<file path="src/hdl/fr_timer_defines.svh">
`ifndef FR_TIMER_DEFINES_SVH
`define FR_TIMER_DEFINES_SVH

// ==========================================================
// Register byte offsets
`define ADDR_MODE 5'h00
`define ADDR_CAP 5'h04
`define ADDR_OUTC 5'h08
`define ADDR_CNT 5'h0c
`define ADDR_CC_A 5'h10
`define ADDR_CC_B 5'h14

// ==========================================================
// Field positions
`define MODE_HI_BIT 1
`define MODE_LO_BIT 0
`define OVF_BIT 2
`define OUT_EN_BIT 0
`define OS_EN_BIT 1
`define OS_TRIG_BIT 2
`define OS_BUSY_BIT 3
`define TOUT_BIT 4
`define EDGE_RISE_BIT 0
`define EDGE_FALL_BIT 1
`define LANE0 0
`define LANE1 1

// ==========================================================
// Values
`define CNT_ZERO 16'h0000
`define CNT_MAX 16'hffff
`define CNT_ONE 16'h0001
`define DATA_ZERO 32'h0000_0000
`define HALF_ZERO 16'h0000

`endif

</file>
<file path="src/hdl/fr_timer_pkg.sv">
package fr_timer_pkg;

  typedef enum logic [1:0] {
    MODE_STOP = 2'b00,
    MODE_FREE = 2'b01,
    MODE_EDGE_CLR = 2'b10,
    MODE_MATCH_CLR = 2'b11
  } mode_e;

  typedef enum logic {
    OS_IDLE = 1'b0,
    OS_BUSY = 1'b1
  } os_state_e;

  typedef struct packed {
    logic [1:0] edge_b;
    logic [1:0] edge_a;
    logic a_src_in_a;
    logic b_is_cap;
    logic a_is_cap;
  } cap_ctrl_s;

  typedef struct packed {
    logic oneshot_enable;
    logic out_enable;
  } out_ctrl_s;

  typedef struct packed {
    logic event_b;
    logic event_a;
  } evt_s;

endpackage

</file>
<file path="src/hdl/free_run_ppg_oneshot_timer.sv">
`include "fr_timer_defines.svh"

module free_run_ppg_oneshot_timer (
  input wire logic i_clk_sys,
  input wire logic i_reset,
  input wire logic [4:0] i_address,
  input wire logic i_read,
  input wire logic i_write,
  input wire logic [31:0] i_writedata,
  input wire logic [3:0] i_byteenable,
  output logic [31:0] o_readdata,
  output logic o_waitrequest,
  input wire logic i_timer_in_a,
  input wire logic i_timer_in_b,
  output logic o_timer_out,
  output logic o_event_a,
  output logic o_event_b
);

  // ==========================================================
  // Helpers
  function automatic logic edge_hit(
    input logic cur,
    input logic prev,
    input logic [1:0] sel
  );
    edge_hit = (sel[`EDGE_RISE_BIT] & cur & ~prev)
             | (sel[`EDGE_FALL_BIT] & ~cur & prev);
  endfunction

  function automatic logic [15:0] merge16(
    input logic [15:0] old,
    input logic [31:0] data,
    input logic [3:0] be
  );
    merge16 = old;
    if (be[`LANE0]) begin
      merge16[7:0] = data[7:0];
    end
    if (be[`LANE1]) begin
      merge16[15:8] = data[15:8];
    end
  endfunction

  function automatic logic [31:0] zext16(input logic [15:0] v);
    zext16 = {`HALF_ZERO, v};
  endfunction

  function automatic logic cnt_hits(
    input logic [15:0] cnt,
    input logic [15:0] ref_val
  );
    cnt_hits = cnt == ref_val;
  endfunction

  function automatic logic [15:0] cc_next(
    input logic [15:0] old,
    input logic [15:0] cnt,
    input logic cap,
    input logic wr,
    input logic [31:0] data,
    input logic [3:0] be
  );
    cc_next = old;
    if (wr) begin
      cc_next = merge16(old, data, be);
    end
    // Capture wins over a same-cycle write
    if (cap) begin
      cc_next = cnt;
    end
  endfunction

  // ==========================================================
  // State
  fr_timer_pkg::mode_e mode_r;
  fr_timer_pkg::mode_e mode_nxt;
  fr_timer_pkg::cap_ctrl_s cap_r;
  fr_timer_pkg::cap_ctrl_s cap_nxt;
  fr_timer_pkg::out_ctrl_s outc_r;
  fr_timer_pkg::out_ctrl_s outc_nxt;
  fr_timer_pkg::os_state_e os_r;
  fr_timer_pkg::os_state_e os_nxt;
  fr_timer_pkg::evt_s evt_r;
  fr_timer_pkg::evt_s evt_nxt;
  logic ovf_r;
  logic ovf_nxt;
  logic [15:0] cnt_r;
  logic [15:0] cnt_nxt;
  logic [15:0] cc_a_r;
  logic [15:0] cc_a_nxt;
  logic [15:0] cc_b_r;
  logic [15:0] cc_b_nxt;
  logic tout_r;
  logic tout_nxt;
  logic wait_r;
  logic wait_nxt;
  logic [31:0] rdata_r;
  logic [31:0] rdata_nxt;
  logic in_a_s1_r;
  logic in_a_s2_r;
  logic in_a_d_r;
  logic in_b_s1_r;
  logic in_b_s2_r;
  logic in_b_d_r;

  // ==========================================================
  // Bus decode
  wire req = i_read | i_write;
  // Write lands on the answer edge; read data latched one edge ahead
  wire wr_fire = i_write & ~wait_r;
  wire rd_take = i_read & wait_r;
  wire sel_mode = i_address == `ADDR_MODE;
  wire sel_cap = i_address == `ADDR_CAP;
  wire sel_outc = i_address == `ADDR_OUTC;
  wire sel_cnt = i_address == `ADDR_CNT;
  wire sel_cc_a = i_address == `ADDR_CC_A;
  wire sel_cc_b = i_address == `ADDR_CC_B;
  wire be_lo = i_byteenable[`LANE0];
  wire wr_mode = wr_fire & sel_mode & be_lo;
  wire wr_cap = wr_fire & sel_cap & be_lo;
  wire wr_outc = wr_fire & sel_outc & be_lo;
  wire wr_cc_a = wr_fire & sel_cc_a;
  wire wr_cc_b = wr_fire & sel_cc_b;

  // ==========================================================
  // Input edges
  wire in_a_edge_raw = edge_hit(in_a_s2_r, in_a_d_r, cap_r.edge_a);
  wire in_b_edge_raw = edge_hit(in_b_s2_r, in_b_d_r, cap_r.edge_b);

  // ==========================================================
  // Timer decode
  wire running = mode_r != fr_timer_pkg::MODE_STOP;
  wire free_mode = mode_r == fr_timer_pkg::MODE_FREE;
  wire edge_mode = mode_r == fr_timer_pkg::MODE_EDGE_CLR;
  wire match_mode = mode_r == fr_timer_pkg::MODE_MATCH_CLR;
  wire os_mode = outc_r.oneshot_enable & (free_mode | edge_mode);
  wire os_busy = os_r == fr_timer_pkg::OS_BUSY;
  wire edge_a = running & in_a_edge_raw;
  wire edge_b = running & in_b_edge_raw;
  wire sw_trig = wr_outc & i_writedata[`OS_TRIG_BIT];
  wire os_trig = os_mode & ~os_busy & (sw_trig | edge_a);
  wire cmp_a = running & ~cap_r.a_is_cap & cnt_hits(cnt_r, cc_a_r);
  wire cmp_b = running & ~cap_r.b_is_cap & cnt_hits(cnt_r, cc_b_r);
  wire cap_b = cap_r.b_is_cap & edge_a;
  wire cap_a_src = cap_r.a_src_in_a ? edge_a : edge_b;
  wire cap_a = cap_r.a_is_cap & cap_a_src;
  wire clr_edge = edge_mode & edge_a & ~os_mode;
  wire clr_match = match_mode & cmp_a;
  wire cnt_clear = ~running | os_trig | clr_edge | clr_match;
  wire cnt_wrap = ~cnt_clear & cnt_hits(cnt_r, `CNT_MAX);
  wire any_match = cmp_a | cmp_b;
  wire os_toggle = os_busy & any_match;
  wire toggle_src = os_mode ? os_toggle : any_match;
  wire toggle = outc_r.out_enable & toggle_src;
  wire ovf_clr = wr_mode & ~i_writedata[`OVF_BIT];

  // ==========================================================
  // Next values
  assign cnt_nxt = cnt_clear ? `CNT_ZERO : 16'(cnt_r + `CNT_ONE);
  assign ovf_nxt = cnt_wrap | (ovf_r & ~ovf_clr);
  assign tout_nxt = tout_r ^ toggle;
  assign evt_nxt.event_a = cmp_a | cap_a;
  assign evt_nxt.event_b = cmp_b | cap_b;
  assign cc_a_nxt = cc_next(cc_a_r, cnt_r, cap_a, wr_cc_a,
                            i_writedata, i_byteenable);
  assign cc_b_nxt = cc_next(cc_b_r, cnt_r, cap_b, wr_cc_b,
                            i_writedata, i_byteenable);
  assign mode_nxt = wr_mode ?
    fr_timer_pkg::mode_e'(i_writedata[`MODE_HI_BIT:`MODE_LO_BIT]) : mode_r;
  assign cap_nxt = wr_cap ?
    fr_timer_pkg::cap_ctrl_s'(i_writedata[$bits(fr_timer_pkg::cap_ctrl_s)-1:0]) :
    cap_r;
  assign outc_nxt = wr_outc ?
    fr_timer_pkg::out_ctrl_s'(i_writedata[$bits(fr_timer_pkg::out_ctrl_s)-1:0]) :
    outc_r;

  // ==========================================================
  // One-shot sequencer
  always_comb begin
    os_nxt = os_r;
    unique case (os_r)
      fr_timer_pkg::OS_IDLE: begin
        if (os_trig) begin
          os_nxt = fr_timer_pkg::OS_BUSY;
        end
      end
      fr_timer_pkg::OS_BUSY: begin
        if (~os_mode | cmp_b) begin
          os_nxt = fr_timer_pkg::OS_IDLE;
        end
      end
    endcase
  end

  // ==========================================================
  // Read mux
  logic [15:0] mode_word;
  logic [15:0] cap_word;
  logic [15:0] outc_word;

  always_comb begin
    mode_word = `HALF_ZERO;
    mode_word[`MODE_HI_BIT:`MODE_LO_BIT] = mode_r;
    mode_word[`OVF_BIT] = ovf_r;
  end

  always_comb begin
    cap_word = `HALF_ZERO;
    cap_word[$bits(fr_timer_pkg::cap_ctrl_s)-1:0] = cap_r;
  end

  // Trigger bit reads back as zero
  always_comb begin
    outc_word = `HALF_ZERO;
    outc_word[`OS_EN_BIT:`OUT_EN_BIT] = outc_r;
    outc_word[`OS_BUSY_BIT] = os_busy;
    outc_word[`TOUT_BIT] = tout_r;
  end

  wire [31:0] rd_mux =
    sel_mode ? zext16(mode_word) :
    sel_cap ? zext16(cap_word) :
    sel_outc ? zext16(outc_word) :
    sel_cnt ? zext16(cnt_r) :
    sel_cc_a ? zext16(cc_a_r) :
    sel_cc_b ? zext16(cc_b_r) :
    `DATA_ZERO;

  assign wait_nxt = ~(req & wait_r);
  assign rdata_nxt = rd_take ? rd_mux : rdata_r;

  // ==========================================================
  // Synchronisers
  always_ff @(posedge i_clk_sys) begin
    if (i_reset) begin
      in_a_s1_r <= 1'b0;
      in_a_s2_r <= 1'b0;
      in_a_d_r <= 1'b0;
    end else begin
      in_a_s1_r <= i_timer_in_a;
      in_a_s2_r <= in_a_s1_r;
      in_a_d_r <= in_a_s2_r;
    end
  end

  always_ff @(posedge i_clk_sys) begin
    if (i_reset) begin
      in_b_s1_r <= 1'b0;
      in_b_s2_r <= 1'b0;
      in_b_d_r <= 1'b0;
    end else begin
      in_b_s1_r <= i_timer_in_b;
      in_b_s2_r <= in_b_s1_r;
      in_b_d_r <= in_b_s2_r;
    end
  end

  // ==========================================================
  // Bus registers
  always_ff @(posedge i_clk_sys) begin
    if (i_reset) begin
      wait_r <= 1'b1;
      rdata_r <= `DATA_ZERO;
    end else begin
      wait_r <= wait_nxt;
      rdata_r <= rdata_nxt;
    end
  end

  // ==========================================================
  // Control registers
  always_ff @(posedge i_clk_sys) begin
    if (i_reset) begin
      mode_r <= fr_timer_pkg::MODE_STOP;
      cap_r <= '0;
      outc_r <= '0;
    end else begin
      mode_r <= mode_nxt;
      cap_r <= cap_nxt;
      outc_r <= outc_nxt;
    end
  end

  // ==========================================================
  // Counter and flag
  always_ff @(posedge i_clk_sys) begin
    if (i_reset) begin
      cnt_r <= `CNT_ZERO;
      ovf_r <= 1'b0;
    end else begin
      cnt_r <= cnt_nxt;
      ovf_r <= ovf_nxt;
    end
  end

  // ==========================================================
  // Capture/compare registers
  always_ff @(posedge i_clk_sys) begin
    if (i_reset) begin
      cc_a_r <= `CNT_ZERO;
      cc_b_r <= `CNT_ZERO;
    end else begin
      cc_a_r <= cc_a_nxt;
      cc_b_r <= cc_b_nxt;
    end
  end

  // ==========================================================
  // Output and events
  always_ff @(posedge i_clk_sys) begin
    if (i_reset) begin
      tout_r <= 1'b0;
      evt_r <= '0;
      os_r <= fr_timer_pkg::OS_IDLE;
    end else begin
      tout_r <= tout_nxt;
      evt_r <= evt_nxt;
      os_r <= os_nxt;
    end
  end

  assign o_readdata = rdata_r;
  assign o_waitrequest = wait_r;
  assign o_timer_out = tout_r;
  assign o_event_a = evt_r.event_a;
  assign o_event_b = evt_r.event_b;

endmodule // free_run_ppg_oneshot_timer

</file>
<file path="config.mk">
export PLATFORM = sky130hd
export DESIGN_NAME = free_run_ppg_oneshot_timer
export DESIGN_NICKNAME = d
export VERILOG_FILES = /design/src/hdl/fr_timer_pkg.sv /design/src/hdl/free_run_ppg_oneshot_timer.sv
export VERILOG_INCLUDE_DIRS = /design/src /design/src/hdl
export SDC_FILE = /design/constraint.sdc
export NUM_CORES = 1
export LEC_CHECK = 0
export BUFFER_PORTS_ARGS = -buffer_cell sky130_fd_sc_hd__buf_2
export CAP_MARGIN = 20
export CORE_ASPECT_RATIO = 0.7
export CORE_MARGIN = 3
export CORE_UTILIZATION = 55
export CTS_CLUSTER_SIZE = 20
export DETAILED_ROUTE_END_ITERATION = 12
export PLACE_DENSITY = 0.88
export SYNTH_ARGS = -nofsm -noshare
export SYNTH_HDL_FRONTEND = slang
export SYNTH_SLANG_ARGS = --single-unit
</file>
<file path="constraint.sdc">
create_clock -name i_clk_sys -period 3.6 [get_ports i_clk_sys]
set_clock_uncertainty 0.05 [all_clocks]
set_input_delay 0 -clock i_clk_sys [delete_from_list [all_inputs] [get_ports i_clk_sys]]
set_output_delay 0 -clock i_clk_sys [all_outputs]
set_load 0.03 [all_outputs]
</file>
==> After elaboration in Yosys (flattened, before gate mapping) <==
Index checks and enable logic that the tools add are counted.
{ "op_classes": {"add_sub_neg": 1, "eq_ne": 11, "n_mux": 17, "bitwise": 67, "n_reduce_logical": 13} }
{ "ops": {"columns": ["cell", "n"], "rows": [
  ["$mux 16", 10],
  ["$and 1x1->1", 39],
  ["$eq 16x16->1", 2],
  ["$add 16x1->16 const B", 1],
  ["$eq 16x16->1 const B", 1],
  ["$mux 8", 2],
  ["$not 1->1", 14],
  ["$reduce_bool 2->1", 7],
  ["$or 1x1->1", 13],
  ["$eq 5x4->1 const B", 2],
  ["$eq 5x5->1 const B", 2],
  ["$reduce_and 2->1", 4],
  ["$eq 5x3->1 const B", 1],
  ["$logic_not 5->1", 1],
  ["$eq 2x2->1 const B", 2],
  ["$mux 1", 4],
  ["$eq 2x1->1 const B", 1],
  ["$pmux 1 s2", 1],
  ["$reduce_or 2->1", 1],
  ["$xor 1x1->1", 1]
]} }
{ "word_totals": {"reg_bits": 103, "in_bits": 47, "word_cells": 135} }

==> Logic depth before layout (Yosys ltp) <==
{ "logic_depth": {"ltp_word": 13, "ltp_mapped": 8, "ltp_nobuf": 7} }

==> Worst setup path after synthesis <==
Ideal clock, no wire load.
{ "synth_timing": {"path_kind": "reg2reg", "startpoint": "register mode_r[0]", "endpoint": "register cc_b_r[15]", "setup_time_ps": 86, "arrival_ps": 1719, "setup_slack_ps": 1745, "stages_incl_launch_ff": 9, "n_path_buf": 2, "period_less_slack_ps": 1855, "cell_sequence": "dfxtp_1 -> inv_1 -> ha_1 -> a211oi_1 -> buf_2 -> a41o_1 -> buf_2 -> nor2_1 -> a211oi_1"} }
{ "synth_via": {"elab_chain_len": 5, "elab_cells_between_ends": 7, "cone_classes": "1 x mux; 2 x bitwise; 4 x reduce/logical"} }
{ "synth_rtl": {"columns": ["item", "line", "rtl"], "rows": [
  ["start, declared", "free_run_ppg_oneshot_timer.sv:76", "fr_timer_pkg::mode_e mode_r;"],
  ["start signal, assigned", "free_run_ppg_oneshot_timer.sv:275", "mode_r <= fr_timer_pkg::MODE_STOP;"],
  ["start signal, assigned", "free_run_ppg_oneshot_timer.sv:279", "mode_r <= mode_nxt;"],
  ["$reduce_bool 2->1 *", "free_run_ppg_oneshot_timer.sv:133", "wire running = mode_r != fr_timer_pkg::MODE_STOP;"],
  ["$and 1x1->1 *", "free_run_ppg_oneshot_timer.sv:139", "wire edge_a = running & in_a_edge_raw;"],
  ["$and 1x1->1 *", "free_run_ppg_oneshot_timer.sv:145", "wire cap_b = cap_r.b_is_cap & edge_a;"],
  ["$reduce_bool 2->1 (no line)", null, null],
  ["$reduce_and 2->1 (no line)", null, null],
  ["end signal, assigned", "free_run_ppg_oneshot_timer.sv:302", "cc_b_r <= `CNT_ZERO;"],
  ["end signal, assigned", "free_run_ppg_oneshot_timer.sv:305", "cc_b_r <= cc_b_nxt;"],
  ["end, declared", "free_run_ppg_oneshot_timer.sv:92", "logic [15:0] cc_b_r;"]
]} }
Every way passes the cells marked *; elsewhere a longest branch is shown, timed or not.
A chain may end at the register's enable or synchronous reset.

==> Worst setup path in the final report <==
{ "layout_timing": {"startpoint": "register cnt_r[3]", "endpoint": "register ovf_r"} }
{ "layout_via": {"elab_chain_len": 7, "elab_cells_between_ends": 8, "cone_classes": "2 x eq/ne; 6 x bitwise"} }
{ "layout_rtl": {"columns": ["item", "line", "rtl"], "rows": [
  ["start, declared", "free_run_ppg_oneshot_timer.sv:88", "logic [15:0] cnt_r;"],
  ["start signal, assigned", "free_run_ppg_oneshot_timer.sv:289", "cnt_r <= `CNT_ZERO;"],
  ["start signal, assigned", "free_run_ppg_oneshot_timer.sv:292", "cnt_r <= cnt_nxt;"],
  ["$eq 16x16->1", "free_run_ppg_oneshot_timer.sv:53", "cnt_hits = cnt == ref_val;"],
  ["$and 1x1->1", "free_run_ppg_oneshot_timer.sv:143", "wire cmp_a = running & ~cap_r.a_is_cap & cnt_hits(cnt_r, cc_a_r);"],
  ["$and 1x1->1", "free_run_ppg_oneshot_timer.sv:149", "wire clr_match = match_mode & cmp_a;"],
  ["$or 1x1->1", "free_run_ppg_oneshot_timer.sv:150", "wire cnt_clear = ~running | os_trig | clr_edge | clr_match;"],
  ["$not 1->1", "free_run_ppg_oneshot_timer.sv:151", "wire cnt_wrap = ~cnt_clear & cnt_hits(cnt_r, `CNT_MAX);"],
  ["$and 1x1->1 *", "free_run_ppg_oneshot_timer.sv:151", null],
  ["$or 1x1->1 *", "free_run_ppg_oneshot_timer.sv:161", "assign ovf_nxt = cnt_wrap | (ovf_r & ~ovf_clr);"],
  ["end signal, assigned", "free_run_ppg_oneshot_timer.sv:293", "ovf_r <= ovf_nxt;"],
  ["end, declared", "free_run_ppg_oneshot_timer.sv:86", "logic ovf_r;"]
]} }
Marks and branches as above.

==> results.yml <==
logic_synthesis:
  ys_types: 55
  synth_area_leaders: "dfxtp_1, mux2i_1, nor2_1"
  netlist_instances: 540
  ys_ff_latch: 87
  async_flop_share: 0
  synth_top_area_frac: 0.367
  synth_edf_count: 0
  synth-main-ff-cell: "dfxtp_1"
  ys_warn_count: 0
  syn_area_per_cell_um2: 8.80
  seq_area_frac_synth: 0.367
  yosys.area.top_type: "dfxtp_1"
  syn_area_um2: 4750
global_routing:
  antenna_found_initial: 0
  grtUsageTotal: 0.273
  overflow: 0
  grt_pass1_wl_mm: 20.7
  grt_pass1_vias: 4019
  grt_max_degree: 52
power:
  powerDensity_nw_per_um2: 379
  leakagePower_nw: 2.03
  total_power_mw: 2.06
  irDropWorstVdd_mv: 0.330
worst_setup_path:
  endpoint: "ovf_r"
  cp_max_fo: 17
  cp-startpoint: "cnt_r[3]"
  worstReg2RegEnd: "ovf_r"
  rrSetupSlack_ns: 1.28
  startpoint_type: "flop"
  endpoint_kind: "flop"
  crit_arrival_ns: 2.47
  critical_path_class: "flop to flop"
  worst_ep_required_time_ns: 3.75
  r2r_cells: 5
  reg2reg_from: "cnt_r[3]"
floorplan:
  die-area_um2: 9810
  fp.dieH_um: 83.8
  ios: 83
  die_x_um: 117
  core.rowCount: 27
  core_area_um2: 8140
  start_util: 0.584
cells_and_area:
  stdcell_area_um2: 5440
  multi_input_area_um2: 2740
  fillers: 645
  final_layout_size_suffix_gt1_frac: 0.175
  insertedDiodeCount: 0
  finalNetCount: 629
  syn2layout_area_growth_pct: 14.4
  final_common_cell: "dfxtp_1"
  fin_cells: 699
  layout.area.seq_um2: 1740
  layout_common_cells: "dfxtp_1, nor2_1, buf_2, mux2i_1, xnor2_1"
sta:
  setup-violations-final: 0
  tightest_slew_ns: 0.889
  period_share: 0.646
  hold_violations: 0
  slew_headroom: 0.405
  grt_setup_unrepaired: "false"
  fin_crit_ns: 2.32
  fmax_ghz: 0.430
  tns_ns: 0
  drv_slew: 0
  fin_hold_ws_ns: 0.0500
detailed_routing:
  route.vias.total: 4279
  wl_mm: 13.1
  drc: 0
  drtAntennaViolNets: 0
  wl_per_cell_um: 18.8
  detail_route.iter0.violations: 418
  viasPerCell: 6.12
  dr.pass1.iters: 5
placed_design:
  post_dp_cell_area_um2: 4940
  dp.cells: 663
  place.gp.congestion: 0.974
  dp_hpwl_mm: 9.18
  placement.io_buffers: 48
clock_network:
  cts.reportedPaths.clkPinSlew_ns: 0.07
  root_buffer: "clkbuf_16"
  cts_buffer_depth: 2
  htreeDepth: 3
  clock_sinks: 87
  cts_tree: "yes"
  clk_latency_ns: 0.35
  cts_buffers: 9
min_path:
  hp-class: "primary input to flop"
run_status:
  outcome: "finished clean"
flow_run:
  max_cap_violations: 0
per-stage QoR:
step | util | setup slack, ns
finish | 0.668 | 1.28
global route | 0.668 | 1.14
CTS | 0.668 | 1.34
detailed placement | 0.607 | 1.26
global placement | 0.607 | 1.36
floorplan | - | 1.75
how the worst min path moves through the flow:
stage,startpoint,endpoint,slack [ns],cells after the start
2_1_floorplan,i_read,o_waitrequest,0.07,1
3_5_place_dp,i_timer_in_a,in_a_s1_r,0.16,2
6_report,i_reset,os_busy,0.05,2
3_3_place_gp,i_timer_in_a,in_a_s1_r,0.16,2
5_1_grt,i_reset,os_busy,0.08,2
4_1_cts,i_reset,os_busy,0.04,2
layout make-up:
type	instances	area share
clock inverter	6	0.00944
clock buffer	10	0.0440
timing repair buffer	75	0.0907
multi-input combinational	397	0.503
sequential	87	0.320
tap	116	0.0267
inverter	8	0.00552
repair_timing:
action                                 in CTS  in global routing
endpoints found under the hold margin      39                  0
hold buffers                               20                  0
resized for setup                           0                  0
buffers inserted                            0                  0
metal layers:
metal	vias up	track usage	wire length, µm
met5	-	0	0
met4	0	0.0510	106
met3	12	0.0826	1530
met2	242	0.405	5930
met1	2058	0.394	5580
li1	1967	-	-
critical path, stage by stage, from the launching register on:
cell and delay [ns]:
dfxtp_1 0.55, xnor2_1 0.21, nand4_1 0.12, nor4_1 0.39, and3_1 0.68, o31ai_1 0.16
cells in the mapped netlist (all sizes together) (4+ instances only):
cell type   n
a311oi      8
xor2       17
nor2       76
inv         8
nand2      25
nor3       24
xnor2      29
a21o        4
nor2b      12
and2        4
nand4      10
a32oi      10
ha          4
o21ai       5
buf        32
a21oi      15
a221oi      6
mux2i      37
nand3b      5
mux2       14
dfxtp      87
a211oi     28
clkbuf     31
nand3      16
cell families (layout without fill, tap and decap cells):
logic type / Yosys count / in the layout / share of synthesized area
simple gates: 187 / 187 / 0.195
compound gates: 93 / 93 / 0.155
flops: 87 / 87 / 0.367
buf+inv: 71 / 99 / 0.0758
mux: 51 / 51 / 0.111
xor+xnor: 46 / 46 / 0.0848
fa+ha+maj: 4 / 4 / 0.0105
other cells: 1 / 16 / 0.000789
power by group:
part	internal (mW)	switching, mW	leakage (nW)
Sequential	0.972	0.00669	0.703
Combinational	0.0546	0.116	1.19
Clock	0.496	0.414	0.140
registers in the layout, summed over array words and instances (netlist names):
signal	cells
outc_r	2
o_timer_out	1
in_a_d_r	1
o_readdata	16
os_busy	1
mode_r	2
o_waitrequest	1
cnt_r	16
ovf_r	1
in_a_s2_r	1
in_a_s1_r	1
cap_r	7
in_b_s2_r	1
cc_b_r	16
in_b_d_r	1
o_event_a	1
in_b_s1_r	1
cc_a_r	16
o_event_b	1
No activity file was read; power rests on OpenSTA's default activity.
